--- src/uart_efc_map.vh ---
/*
  Register offsets, field positions, key values and reset values for the UART
  extra-feature control block. Assumes a 4-bit byte-wide register port.
*/
`ifndef UART_EFC_MAP_VH
`define UART_EFC_MAP_VH

// ----------------------------------------------------------------------------
// Offsets
// ----------------------------------------------------------------------------
`define OFS_ADV_STATUS   4'h2
`define OFS_LINE_CTRL    4'h3
`define OFS_SPECIAL_FUNC 4'h7
`define OFS_ACCESS_KEY   4'hD
`define OFS_EXTRA_CTRL   4'hF

// ----------------------------------------------------------------------------
// Values and fields
// ----------------------------------------------------------------------------
`define LINE_CTRL_UNLOCK 8'hBF
`define ACCESS_KEY_VALUE 8'h5A
`define RESET_BYTE       8'h00
`define EXTRA_CTRL_MASK  8'hB7
`define SFR_ACCESS_BIT   2
`define EFC_IRDA_BIT     7
`define EFC_POL_BIT      5
`define EFC_AUTODIR_BIT  4
`define EFC_TXDIS_BIT    2
`define EFC_RXDIS_BIT    1
`define EFC_NINEBIT_BIT  0

`endif

--- src/uart_extra_feature_control.v ---
/*
  Extra-feature control and advanced flow status for one UART channel.
  Assumes the host bridge presents a plain register port (address, write
  strobe, read strobe, data) and that the UART core reports shifter activity
  and software flow state as levels synchronous to clk.
*/
// Local design decision: the address-and-strobe port.
`include "uart_efc_map.vh"
`timescale 1ns/1ps
`default_nettype none

module uart_extra_feature_control #(
  parameter ADDR_W = 4,
  parameter DATA_W = 8
) (
  input  wire              clk,
  input  wire              sys_rst,
  input  wire [ADDR_W-1:0] regAddr,
  input  wire [DATA_W-1:0] regWrData,
  input  wire              regWrStb,
  input  wire              regRdStb,
  output reg  [DATA_W-1:0] regRdData,
  input  wire              txCharQueued,
  input  wire              shifterBusy,
  input  wire              coreRtsN,
  input  wire [1:0]        flowState,
  input  wire              remoteStopped,
  input  wire              localStopSent,
  output reg               txLoadEnable,
  output reg               rtsN,
  output reg               irdaQuarterPulse,
  output reg               rxDisable,
  output reg               nineBitMode
);

  // --------------------------------------------------------------------------
  // Registers
  // --------------------------------------------------------------------------
  reg [7:0] lineCtrl_r;
  reg [7:0] specialFunc_r;
  reg [7:0] accessKey_r;
  reg [7:0] extraCtrl_r;
  reg [7:0] advStatus_r;
  reg       txActive_r;

  wire lcrUnlocked = (lineCtrl_r == `LINE_CTRL_UNLOCK);
  wire keyPresent  = (accessKey_r == `ACCESS_KEY_VALUE);
  wire altMap      = specialFunc_r[`SFR_ACCESS_BIT];

  // --------------------------------------------------------------------------
  // Address decode
  // --------------------------------------------------------------------------
  // Returns a one-hot select: 0 line control, 1 special function, 2 key,
  // 3 extra control, 4 advanced status. Used by both reads and writes so the
  // two paths can never disagree on what is mapped.
  function [4:0] decode;
    input [ADDR_W-1:0] a;
    input              unl;
    input              key;
    input              alt;
    begin
      decode    = 5'h00;
      decode[0] = (a == `OFS_LINE_CTRL);
      decode[1] = (a == `OFS_SPECIAL_FUNC) && unl && key;
      decode[2] = (a == `OFS_ACCESS_KEY) && unl;
      decode[3] = (a == `OFS_EXTRA_CTRL) && !alt;
      decode[4] = (a == `OFS_ADV_STATUS) && unl && alt;
    end
  endfunction

  wire [4:0] sel = decode(regAddr, lcrUnlocked, keyPresent, altMap);

  // --------------------------------------------------------------------------
  // Register writes
  // --------------------------------------------------------------------------
  always @(posedge clk) begin
    if (sys_rst) begin
      lineCtrl_r    <= `RESET_BYTE;
      specialFunc_r <= `RESET_BYTE;
      accessKey_r   <= `RESET_BYTE;
      extraCtrl_r   <= `RESET_BYTE;
    end else if (regWrStb) begin
      if (sel[0]) begin
        lineCtrl_r <= regWrData;
      end
      if (sel[1]) begin
        specialFunc_r <= regWrData;
      end
      if (sel[2]) begin
        accessKey_r <= regWrData;
      end
      if (sel[3]) begin
        // Reserved bits 6 and 3 stay zero.
        extraCtrl_r <= regWrData & `EXTRA_CTRL_MASK;
      end
    end
  end

  // --------------------------------------------------------------------------
  // Read port
  // --------------------------------------------------------------------------
  // Data stands only in the cycle after the strobe; unmapped reads return zero.
  always @(posedge clk) begin
    if (sys_rst) begin
      regRdData <= `RESET_BYTE;
    end else if (regRdStb) begin
      case (sel)
        5'h01:   regRdData <= lineCtrl_r;
        5'h02:   regRdData <= specialFunc_r;
        5'h04:   regRdData <= accessKey_r;
        5'h08:   regRdData <= extraCtrl_r;
        5'h10:   regRdData <= advStatus_r;
        default: regRdData <= `RESET_BYTE;
      endcase
    end else begin
      regRdData <= `RESET_BYTE;
    end
  end

  // --------------------------------------------------------------------------
  // Advanced flow status
  // --------------------------------------------------------------------------
  // Sampled each cycle so a read sees state one cycle old at most.
  always @(posedge clk) begin
    if (sys_rst) begin
      advStatus_r <= `RESET_BYTE;
    end else begin
      advStatus_r <= {2'b00, flowState, 2'b00,
                      localStopSent,
                      remoteStopped};
    end
  end

  // --------------------------------------------------------------------------
  // Control outputs
  // --------------------------------------------------------------------------
  always @(posedge clk) begin
    if (sys_rst) begin
      irdaQuarterPulse <= 1'b0;
      rxDisable        <= 1'b0;
      nineBitMode      <= 1'b0;
      txLoadEnable     <= 1'b0;
    end else begin
      irdaQuarterPulse <= extraCtrl_r[`EFC_IRDA_BIT];
      rxDisable        <= extraCtrl_r[`EFC_RXDIS_BIT];
      nineBitMode      <= extraCtrl_r[`EFC_NINEBIT_BIT];
      // Only new loads are blocked, so a character already in the shifter
      // always completes and no half frame reaches the line.
      txLoadEnable     <= !extraCtrl_r[`EFC_TXDIS_BIT];
    end
  end

  // --------------------------------------------------------------------------
  // RS-485 direction
  // --------------------------------------------------------------------------
  // Transmitting spans queued characters and the shifter, so the driver stays
  // on between back-to-back characters.
  always @(posedge clk) begin
    if (sys_rst) begin
      txActive_r <= 1'b0;
      rtsN       <= 1'b1;
    end else begin
      txActive_r <= shifterBusy ||
                    (txCharQueued && !extraCtrl_r[`EFC_TXDIS_BIT]);
      if (extraCtrl_r[`EFC_AUTODIR_BIT]) begin
        rtsN <= txActive_r ? extraCtrl_r[`EFC_POL_BIT]
                           : !extraCtrl_r[`EFC_POL_BIT];
      end else begin
        rtsN <= coreRtsN;
      end
    end
  end

endmodule

`default_nettype wire
--- config.mk ---
export PLATFORM = sky130hd
export DESIGN_NAME = uart_extra_feature_control
export DESIGN_NICKNAME = d
export VERILOG_FILES = /design/src/uart_extra_feature_control.v
export VERILOG_INCLUDE_DIRS = /design/src
export SDC_FILE = /design/constraint.sdc
export NUM_CORES = 1
export LEC_CHECK = 0
export BUFFER_PORTS_ARGS = -buffer_cell sky130_fd_sc_hd__buf_2
export CAP_MARGIN = 10
export CORE_MARGIN = 3
export CORE_UTILIZATION = 58
export DETAILED_ROUTE_END_ITERATION = 6
export PLACE_DENSITY = 0.92
export SLEW_MARGIN = 25
export SYNTH_ARGS = -nofsm -noshare
export SYNTH_HDL_FRONTEND = slang
export SYNTH_SLANG_ARGS = --single-unit
--- constraint.sdc ---
create_clock -name clk -period 3.49 [get_ports clk]
set_clock_uncertainty 0.15 [all_clocks]
set_input_delay 0.349 -clock clk [delete_from_list [all_inputs] [get_ports clk]]
set_output_delay 0.349 -clock clk [all_outputs]
set_load 0.01 [all_outputs]
* Yosys cells after proc, flatten, opt, wreduce, memory -nomap -nowiden
Cells that the tools add are included.
Storage, ports and cells: logic and storage cells 45, flip-flop bits (word level) 52, output and inout bits 13
Cells by class: reduce and logical (&&, ||, !) cells 16, bitwise logic cells 1, multiplexer cells 3, equality and inequality tests 12
Operators by type and width (number):
- case mux 8 bit (5 select lines) | 1
- equality test 4 x 2 -> 1 bit (second input constant) | 2
- equality test 4 bit (second input constant) | 2
- equality test 8 x 7 -> 1 bit (second input constant) | 1
- equality test 8 bit (second input constant) | 1
- AND reduction 2 bit | 4
- logical AND 1 bit | 7
- equality test 5 x 1 -> 1 bit (second input constant) | 1
- equality test 5 x 2 -> 1 bit (second input constant) | 1
- equality test 5 x 3 -> 1 bit (second input constant) | 1
- equality test 5 x 4 -> 1 bit (second input constant) | 1
- equality test 5 bit (second input constant) | 1
- equality test 4 x 3 -> 1 bit (second input constant) | 1
- logical NOT 1 bit | 3
- 2-to-1 mux 1 bit | 2
- OR reduction 2 bit | 1
- logical OR 1 bit | 1
- inverter 1 bit | 1

* Depth between registers and ports, before layout
Gate-level depths: netlist (run 1).
depth after elaboration 5, gate-level depth with buffers 6, depth with buffers taken out 4

* Least setup slack after synthesis (run 1)
Ideal clock, no wire load.
kind input-to-reg, start in regAddr[1], end reg accessKey_r[0], cell stages on the path 6, arrival time 1.267 ns, setup time 0.128 ns, required time 3.212 ns, setup slack 1.945 ns, cells stage by stage and4b_1 -> buf_6 -> and4_4 -> buf_12 -> mux2i_1 -> nor2_1
On the way: longest elaborated chain between the ends 3
RTL lines:
- start, declared | line uart_extra_feature_control.v:18 | input wire [ADDR_W-1:0] regAddr,
- equality test 4 bit (no source line)
- logical AND 1 bit | line uart_extra_feature_control.v:65 | decode[2] = (a == `OFS_ACCESS_KEY) && unl;
- AND reduction 2 bit (no source line)
- end signal, assigned | line uart_extra_feature_control.v:80 | accessKey_r <= `RESET_BYTE;
- end signal, assigned | line uart_extra_feature_control.v:90 | accessKey_r <= regWrData;
- end, declared | line uart_extra_feature_control.v:41 | reg [7:0] accessKey_r;
Every way passes these cells. A chain may end at the register's enable or synchronous reset.

* Final worst setup path (run 1)
start reg lineCtrl_r[6], end reg regRdData[6]
On the way: longest elaborated chain between the ends 5, elaborated cells between the ends (all ways) 12
RTL lines:
- start, declared | line uart_extra_feature_control.v:39 | reg [7:0] lineCtrl_r;
- start signal, assigned | line uart_extra_feature_control.v:78 | lineCtrl_r <= `RESET_BYTE;
- start signal, assigned | line uart_extra_feature_control.v:84 | lineCtrl_r <= regWrData;
- equality test 8 bit (no source line)
- logical AND 1 bit, on equally long branches (2 in a row) | line uart_extra_feature_control.v:64, uart_extra_feature_control.v:67
- equality test 5 bit, or another cell as far along | line uart_extra_feature_control.v:107 | case (sel)
- case mux 8 bit (5 select lines) (*) | line uart_extra_feature_control.v:107
- end signal, assigned | line uart_extra_feature_control.v:108 | 5'h01: regRdData <= lineCtrl_r;
- end signal, assigned | line uart_extra_feature_control.v:109 | 5'h02: regRdData <= specialFunc_r;
- end signal, assigned | line uart_extra_feature_control.v:110 | 5'h04: regRdData <= accessKey_r;
- end, declared | line uart_extra_feature_control.v:22 | output reg [DATA_W-1:0] regRdData,
Every way passes the cells marked *; elsewhere a longest branch is shown, timed or not.

==> metrics.md, run 1 <==
| Metric | Value |
|---|---|
| Pins Over Slew Limit | `0` |
| Most common library cell in the layout ignoring fill and taps | `dfxtp_1` |
| CTS H-tree depth | `2` |
| Maximum vdd ir drop | `0.338 mV` |
| Gr usage total | `0.243` |
| CP startpoint kind | `flop` |
| Commonest non-fill, non-tap cells in the layout | `dfxtp_1 (48), buf_2 (35), nand3_1 (27)` |
| Leak Pwr | `between 0.7 and 0.8 nW` |
| Max Clock Freq | `between 500 and 600 MHz` |
| Fraction of registers with async set/reset | `0` |
| Share of cells above drive strength 1 | `0.193` |
| Final Util | `0.709` |
| Power Density | `about 430 nW/um^2` |
| Initial antenna violation count | `0` |
| Total CTS buffers | `5` |
| Mapped Nets | `240` |
| Syn avg cell area | `a little over 9 sq um` |
| Syn-to-layout area delta | `11.5%` |
| Post-layout minimum cycle time | `1920 ps` |
| Worst Hold Class | `primary input to flop` |
| Post-route DRC violation count | `0` |
| Die area | `about 4200 sq um` |
| CTS tree | `yes` |
| # IOs | `36` |
| Switching power share of the total | `0.214` |
| YS warnings | `0` |
| Worst setup EP type | `flop` |
| Vias in the first global route | `1631` |
| EDFF count, synth | `0` |
| Yosys reg bits | `48` |
| Initial Util | `0.636` |
| R2R setup slack | `about 1600 ps` |
| Grt ovf | `0` |
| Placer Congestion | `between 0.8 and 0.9` |
| Skew-Pair Late Insertion Delay | `roughly 370 ps` |
| N_diodes | `0` |
| Drt wl/cell | `16.3 microns` |
| Drt total wl | `4.69 mm` |
| Clock root buffer | `clkbuf_4` |
| Psw | `~0.00021 W` |
| Unique masters post-synth | `38` |
| Required time of the critical path | `between 3000 and 4000 ps` |
| Critical setup path kind | `flop to flop` |
| Final period util | `0.550` |
| Initial drt markers | `between 200 and 250` |
| Sequential share of power | `0.575` |
| Clock network fraction of total power | `0.371` |
| Antenna viol nets, final | `0` |
| # fillers | `258` |
| Crit path DAT | `2070 ps` |
| Hold buffers post-CTS | `0` |
| Sequential fraction of the synthesis area | `0.476` |
| Post-cts repair resize count | `0` |
| RSZ-0062 raised after global routing | `false` |
| Int Power | `roughly 0.00076 W` |
| Clk buf depth | `2` |
| Max Cap Violations | `0` |
| First-pass GRT wire length | `approximately 8 mm` |
| Synthesized cell area | `roughly 2000 sq um` |
| Fin nets | `between 200 and 300` |
| Largest net degree at the start of global routing | `43` |
| Combinational power share | `0.054` |
| Final TNS setup | `0 ps` |
| Worst slew margin | `0.416` |
| CTS clk-pin slew, worst paths | `between 100 and 150 ps` |
| DPL Wire Length | `3.27 mm` |
| Die Wd | `65.0 microns` |
| Final setup fails | `0` |
| PortBufs | `35` |
| Setup Fix Bufs, Post-CTS | `0` |
| Die height | `about 65 microns` |
| Core Box Area | `3180 sq um` |
| Via Count | `roughly 1800` |
| Outcome | `finished clean` |
| Top_reg_cell synth | `dfxtp_1` |
| Post-Syn Instances | `between 200 and 250` |
| DRT Pass-1 Iters | `4` |
| Hold Fails Final Rpt | `0` |
| Worst slew pin tran | `a little under 900 ps` |
| Num rows | `20` |
| CTS Sinks | `48` |
| Routed vias/inst | `approximately 6.1` |
| Crit path max fanout | `14` |
==> path summary, 6_finish.rpt <==
kind                            cells after the start            to              from
worst max-delay path                                4  regRdData[6]     lineCtrl_r[6]
worst min-delay path                                3    txActive_r       shifterBusy
worst max register to register                      4  regRdData[6]     lineCtrl_r[6]
worst min register to register                      2  regRdData[6]  specialFunc_r[6]
==> cell type report <==
class / count / area [sq um] / area share
timing repair buffer: 35 / 175 / 0.0778
tap: 44 / 55.1 / 0.0244
inverter: 2 / 7.51 / 0.00333
clock inverter: 1 / 30.0 / 0.0133
multi-input combinational: 151 / 958 / 0.426
sequential: 48 / 961 / 0.427
clock buffer: 7 / 65.1 / 0.0289
==> cell families (layout without fill, tap and decap cells) <==
kind of cell	after synthesis	count (layout)	share of synthesized area
AOI/OAI and AO/OA	47	47	0.144
xor gates and xnor gates	1	1	0.00434
buffers and inverters	18	45	0.0502
DFF	48	48	0.476
muxes	14	14	0.0693
and+or+nand+nor	89	89	0.256
==> critical path: stages, from the launching register on <==
cell and delay (ps):
dfxtp_1 360, nand4b_1 210, nor2_1 700, a32oi_1 240, a21oi_1 180
==> stage by stage <==
stage | power, W | worst slack (ps) | cells | cell area, sq um | hold WS, ps
2_1_floorplan | 0.000596 | 1950 | 217 | 2020 | 275
3_3_place_gp | 0.000620 | 1530 | 280 | 2160 | 310
3_5_place_dp | 0.000621 | 1520 | 280 | 2160 | 309
4_1_cts | 0.000975 | 1630 | 288 | 2250 | 24.7
5_1_grt | 0.00101 | 1360 | 288 | 2250 | 43.4
6_report | 0.000971 | 1570 | 288 | 2250 | 25.8
==> cells in the mapped netlist (3+ instances only) <==
| library cell | instances | area share |
|---|---|---|
| a32o_1 | 5 | 0.025 |
| clkbuf_1 | 7 | 0.013 |
| a31oi_1 | 3 | 0.0093 |
| nand2_1 | 10 | 0.019 |
| nor2b_1 | 9 | 0.028 |
| mux2i_1 | 14 | 0.069 |
| and3_1 | 3 | 0.0093 |
| buf_2 | 5 | 0.012 |
| dfxtp_1 | 48 | 0.48 |
| nor2_1 | 18 | 0.033 |
| a21oi_1 | 20 | 0.050 |
| o211ai_1 | 3 | 0.011 |
| o21ai_1 | 9 | 0.022 |
| nand3_1 | 27 | 0.067 |
| nand4_1 | 4 | 0.012 |
| a22oi_1 | 5 | 0.019 |
==> power groups by stage <==
stage / sequential [W] / combinational (W) / clock, W
2_1_floorplan: 0.000570 / 0.0000257 / 0
3_3_place_gp: 0.000570 / 0.0000500 / 0
3_5_place_dp: 0.000570 / 0.0000508 / 0
4_1_cts: 0.000558 / 0.0000512 / 0.000365
5_1_grt: 0.000559 / 0.0000572 / 0.000391
6_report: 0.000558 / 0.0000524 / 0.000361
==> layer usage <==
metal	global-route usage	wire length (microns)	vias to the layer above
met2	0.369	2190	81
li1	-	-	844
met5	0	0	-
met3	0.0537	386	10
met4	0.101	100	0
met1	0.333	2020	830
==> sequential cells by signal, indices dropped and copies added (netlist names), 4 cells and up <==
signal         count
extraCtrl_r        6
specialFunc_r      8
accessKey_r        8
lineCtrl_r         8
advStatus_r        4
regRdData          8
No activity file was read; power rests on OpenSTA's default activity.
==> inputs of run 2 (changes only) <==
- CORE_UTILIZATION: 58 -> 54
- PLACE_DENSITY: 0.92 -> 0.88
- clock period: 3.49 -> 1.95 ns (I/O delays scaled with it)
==> metrics.md, run 2 (synthesized netlist as in run 1, its figures left out) <==
| Metric | Value |
|---|---|
| Largest net degree at the start of global routing | `41 (-4.7%)` |
| Die height | `67.2 microns (+3.3%)` |
| CP startpoint kind | `flop` |
| Total CTS buffers | `5 (unchanged)` |
| Hold Fails Final Rpt | `0 (unchanged)` |
| Syn-to-layout area delta | `15.7%` |
| Worst Hold Class | `primary input to flop` |
| Clk buf depth | `2 (unchanged)` |
| Required time of the critical path | `1980 ps (-1660 ps)` |
| Gr usage total | `0.227 (-0.0157)` |
| PortBufs | `35 (unchanged)` |
| Worst slew pin tran | `487 ps (-385 ps)` |
| CTS Sinks | `48 (unchanged)` |
| Max Clock Freq | `617 MHz (+19%)` |
| # IOs | `36 (unchanged)` |
| CTS tree | `yes` |
| Num rows | `21 (+5.0%)` |
| Final period util | `0.831 (+0.281)` |
| Die Wd | `67.2 microns (+3.3%)` |
| Critical setup path kind | `flop to flop` |
| Initial drt markers | `163 (-24%)` |
| Final setup fails | `0 (unchanged)` |
| Power Density | `714 nW/um^2 (+66%)` |
| Most common library cell in the layout ignoring fill and taps | `dfxtp_1` |
| Post-layout minimum cycle time | `1620 ps (-300 ps)` |
| Fin area | `2340 sq um (+3.8%)` |
| Placed cell area | `2200 sq um (+1.9%)` |
| Drt wl/cell | `16.3 microns (-0.26%)` |
| Final std cells w/o fill | `300 (+4.2%)` |
| Crit path max fanout | `8 (-6)` |
| Initial antenna violation count | `0 (unchanged)` |
| Fin nets | `277 (+4.1%)` |
| Leak Pwr | `0.839 nW (+5.2%)` |
| First-pass GRT wire length | `7.58 mm (-3.2%)` |
| Max Cap Violations | `0 (unchanged)` |
| Commonest non-fill, non-tap cells in the layout | `dfxtp_1 (48), buf_2 (35), nand3_1 (27)` |
| Placed Cells | `287 (+2.5%)` |
| Via Count | `1769 (+0.23%)` |
| Clock root buffer | `clkbuf_8` |
| DPL Wire Length | `3.46 mm (+5.9%)` |
| Outcome | `finished clean` |
| Share of cells above drive strength 1 | `0.201 (+0.00816)` |
| Final TNS setup | `0 ps (unchanged)` |
| Worst setup EP type | `flop` |
| Hold WS | `21.2 ps (-4.61 ps)` |
| Post-route DRC violation count | `0 (unchanged)` |
| Setup Fix Bufs, Post-CTS | `0 (unchanged)` |
| CTS clk-pin slew, worst paths | `80 ps (-50 ps)` |
| Placer Congestion | `0.873 (+1.3%)` |
| Pins Over Slew Limit | `0 (unchanged)` |
| Die area | `4510 sq um (+6.7%)` |
| N_diodes | `0 (unchanged)` |
| Grt ovf | `0 (unchanged)` |
| Routed vias/inst | `5.90 (-3.8%)` |
| Initial Util | `0.583 (-0.0532)` |
| Drt total wl | `4.88 mm (+3.9%)` |
| DRT Pass-1 Iters | `4 (unchanged)` |
| RSZ-0062 raised after global routing | `false` |
| Core Box Area | `3470 sq um (+9.1%)` |
| Vias in the first global route | `1615 (-0.98%)` |
| CTS H-tree depth | `2 (unchanged)` |
| Crit path DAT | `1640 ps (-430 ps)` |
| Antenna viol nets, final | `0 (unchanged)` |
| Skew-Pair Late Insertion Delay | `300 ps (-70 ps)` |
| Final Util | `0.674 (-0.0344)` |
| Maximum vdd ir drop | `0.670 mV (+98%)` |
| Worst slew margin | `0.675 (+0.258)` |
## run 2: power by group
| part | internal (W) | switching [W] |
|---|---|---|
| combinational | 0.0000443 | 0.0000634 |
| sequential | 0.000991 | 0.00000616 |
| clock | 0.000243 | 0.000322 |
| total | 0.00128 | 0.000392 |
## run 2: per-layer routing
metal / routed length, microns / vias up / GRT usage
met5: 0 / - / 0
met4: 85 / 0 / 0.0861
met3: 357 / 8 / 0.0499
met2: 2310 / 76 / 0.362
met1: 2120 / 824 / 0.301
li1: - / 861 / -
## run 2: area by class of cell
type | instances | area, sq um
Fill cell | 313 | 1130
Sequential cell | 48 | 961
Multi-Input combinational cell | 151 | 958
Timing Repair Buffer | 46 | 273
Clock buffer | 5 | 68.8
Tap cell | 46 | 57.6
Clock inverter | 2 | 12.5
Inverter | 2 | 7.51
## run 2: stage by stage
step	setup slack, ps	total power (W)
finish	330	0.00167
floorplan	470	0.00107
global placement	379	0.00111
global route	253	0.00173
detailed placement	356	0.00112
CTS	331	0.00168
## run 2: worst max-delay path: stages (launching register included)
cell	delay, ps
dfxtp_1	430
nand4bb_4	140
or3_1	510
o21ai_1	180
a21oi_1	80
## run 2: repair_timing
item                      CTS  global route
hold endpoints to repair    5             0
hold buffers                6             0
gates resized for setup     0             0
## run 2: path summary, 6_finish.rpt
path	startpoint	endpoint	slack, ps	cells past startpoint
setup / recovery	accessKey_r[4]	specialFunc_r[3]	330	4
hold / removal	regWrData[3]	lineCtrl_r[3]	20	3
setup reg to reg	accessKey_r[4]	specialFunc_r[3]	330	4
hold reg to reg	specialFunc_r[6]	regRdData[6]	320	2
==> inputs of run 3 (changes only) <==
- clock period: 1.95 -> 1.7 ns (I/O delays scaled with it)
==> metrics.md, run 3 (synthesized netlist as in run 1, its figures left out) <==
| Metric | Value |
|---|---|
| Outcome | `finished clean` |
| Drt total wl | `4.96 mm (+1.7%)` |
| Total CTS buffers | `5 (unchanged)` |
| Final period util | `0.920 (+0.0896)` |
| Fin nets | `280 (+1.1%)` |
| Final Util | `0.686 (+0.0119)` |
| # fillers | `303 (-3.2%)` |
| Routed vias/inst | `5.93 (+0.53%)` |
| CP endpoint | `specialFunc_r[5]` |
| Setup crit start | `accessKey_r[2]` |
| Drt wl/cell | `16.3 microns (+0.38%)` |
| Worst slew pin tran | `476 ps (-11.0 ps)` |
| DR WL met2 | `2.30 mm (-0.43%)` |
| CTS H-tree depth | `2 (unchanged)` |
| Critical setup path kind | `flop to flop` |
| Worst setup EP type | `flop` |
| Dpl ws | `58.8 ps (-297 ps)` |
| Num rows | `21 (unchanged)` |
| Most common library cell in the layout ignoring fill and taps | `dfxtp_1` |
| Reg2Reg Depth | `4 (unchanged)` |
| Leak Pwr | `0.859 nW (+2.4%)` |
| Max Cap Violations | `0 (unchanged)` |
| Antenna viol nets, final | `0 (unchanged)` |
| Die height | `67.2 microns (unchanged)` |
| First-pass GRT wire length | `8.25 mm (+8.8%)` |
| Worst Hold Class | `primary input to flop` |
| Critical R2R Launch | `accessKey_r[2]` |
| Skew-Pair Late Insertion Delay | `300 ps (about the same)` |
| Placer Congestion | `0.881 (+0.87%)` |
| CTS Sinks | `48 (unchanged)` |
| Worst slew margin | `0.682 (+0.00738)` |
| Initial antenna violation count | `0 (unchanged)` |
| Post-route DRC violation count | `0 (unchanged)` |
| Crit Reg-Reg Endpoint | `specialFunc_r[5]` |
| Largest net degree at the start of global routing | `41 (unchanged)` |
| Final setup margin | `136 ps (-195 ps)` |
| CTS clk-pin slew, worst paths | `80 ps (about the same)` |
| Clock root buffer | `clkbuf_8` |
| Pins Over Slew Limit | `0 (unchanged)` |
| R2R setup slack | `140 ps (-190 ps)` |
| Clk buf depth | `2 (unchanged)` |
| Post-layout minimum cycle time | `1560 ps (-55.3 ps)` |
| Met1 Wirelength | `2.11 mm (-0.24%)` |
| Maximum vdd ir drop | `0.680 mV (+1.5%)` |
| Die Wd | `67.2 microns (unchanged)` |
| Share of cells above drive strength 1 | `0.202 (+0.000763)` |
| Commonest non-fill, non-tap cells in the layout | `dfxtp_1 (48), buf_2 (35), nand3_1 (27)` |
| Final setup fails | `0 (unchanged)` |
| Max Clock Freq | `639 MHz (+3.5%)` |
| RSZ-0062 raised after global routing | `false` |
| Vias in the first global route | `1689 (+4.6%)` |
| Initial drt markers | `223 (+37%)` |
| # IOs | `36 (unchanged)` |
| Required time of the critical path | `1730 ps (-250 ps)` |
| N_diodes | `0 (unchanged)` |
| DPL Wire Length | `3.47 mm (+0.28%)` |
| CP startpoint kind | `flop` |
| Crit path max fanout | `8 (unchanged)` |
| Grt ovf | `0 (unchanged)` |
| Crit path DAT | `1600 ps (-40 ps)` |
| Core Box Area | `3470 sq um (unchanged)` |
| Die area | `4510 sq um (unchanged)` |
| Gr usage total | `0.249 (+0.0222)` |
| Final TNS setup | `0 ps (unchanged)` |
| PortBufs | `35 (unchanged)` |
| Initial Util | `0.583 (unchanged)` |
| Hold Fails Final Rpt | `0 (unchanged)` |
| Hold WS | `15.7 ps (-5.47 ps)` |
| Via Count | `1802 (+1.9%)` |
| Met3 wire length | `450 microns (+26%)` |
| DRT Pass-1 Iters | `4 (unchanged)` |
| Syn-to-layout area delta | `17.8%` |
| CTS tree | `yes` |
| Top layer used by detailed routing | `met4` |
| Power Density | `824 nW/um^2 (+15%)` |
## run 3: changes by cell type in the layout (fill, tap and decap cells not counted), sizes merged
cell / before / now
clkbuf: 5 / 8
dlygate4sd3: 6 / 8
buf: 40 / 41
clkinv: 1 / 0
clkinvlp: 1 / 0
## run 3: area by class of cell
| type | instances | area [sq um] | area share |
|---|---|---|---|
| multi-input cells | 151 | 963 | 0.405 |
| flip-flops and latches | 48 | 961 | 0.404 |
| repair buffers | 49 | 300 | 0.126 |
| clock buffers | 8 | 90.1 | 0.0379 |
| well taps | 46 | 57.6 | 0.0242 |
| inverters | 2 | 7.51 | 0.00315 |
## run 3: routing by layer
metal	vias to the layer above	GRT usage
met5	-	0
met4	0	0.101
met3	8	0.0699
met2	81	0.384
met1	844	0.329
li1	869	-
## run 3: worst min path at each step
stage / depth (start not counted) / startpoint / end / slack [ps]
final: 3 / regWrData[5] / specialFunc_r[5] / 20
after global routing: 3 / regWrData[7] / lineCtrl_r[7] / 4
after CTS: 3 / regWrData[7] / specialFunc_r[7] / 0.8
after detailed placement: 2 / flowState[0] / advStatus_r[4] / 240
after global placement: 3 / shifterBusy / txActive_r / 230
after floorplan: 2 / shifterBusy / txActive_r / 140
## run 3: repair_timing
item,4_1_cts,5_1_grt
gates resized for setup,0,1
setup endpoints to repair,0,2
hold buffers,8,0
setup buffers,0,0
endpoints found under the hold margin,8,0
## run 3: metrics by stage
stage	instances	power (W)	cell area [sq um]
6_report	304	0.00196	2380
3_3_place_gp	288	0.00128	2200
4_1_cts	304	0.00197	2370
5_1_grt	304	0.00204	2380
2_1_floorplan	217	0.00122	2020
3_5_place_dp	288	0.00128	2200
## run 3: critical path: stages, from the launching register on
cell,delay [ps]
dfxtp_1,330
nand4bb_1,260
or3_4,460
o21ai_1,160
a21oi_1,90
## run 3: power by group
group / switching (W) / total (W) / internal [W] / leakage [nW]
combinational: 0.0000741 / 0.000129 / 0.0000552 / 0.425
clock: 0.000355 / 0.000687 / 0.000332 / 0.0455
sequential: 0.00000700 / 0.00114 / 0.00114 / 0.389
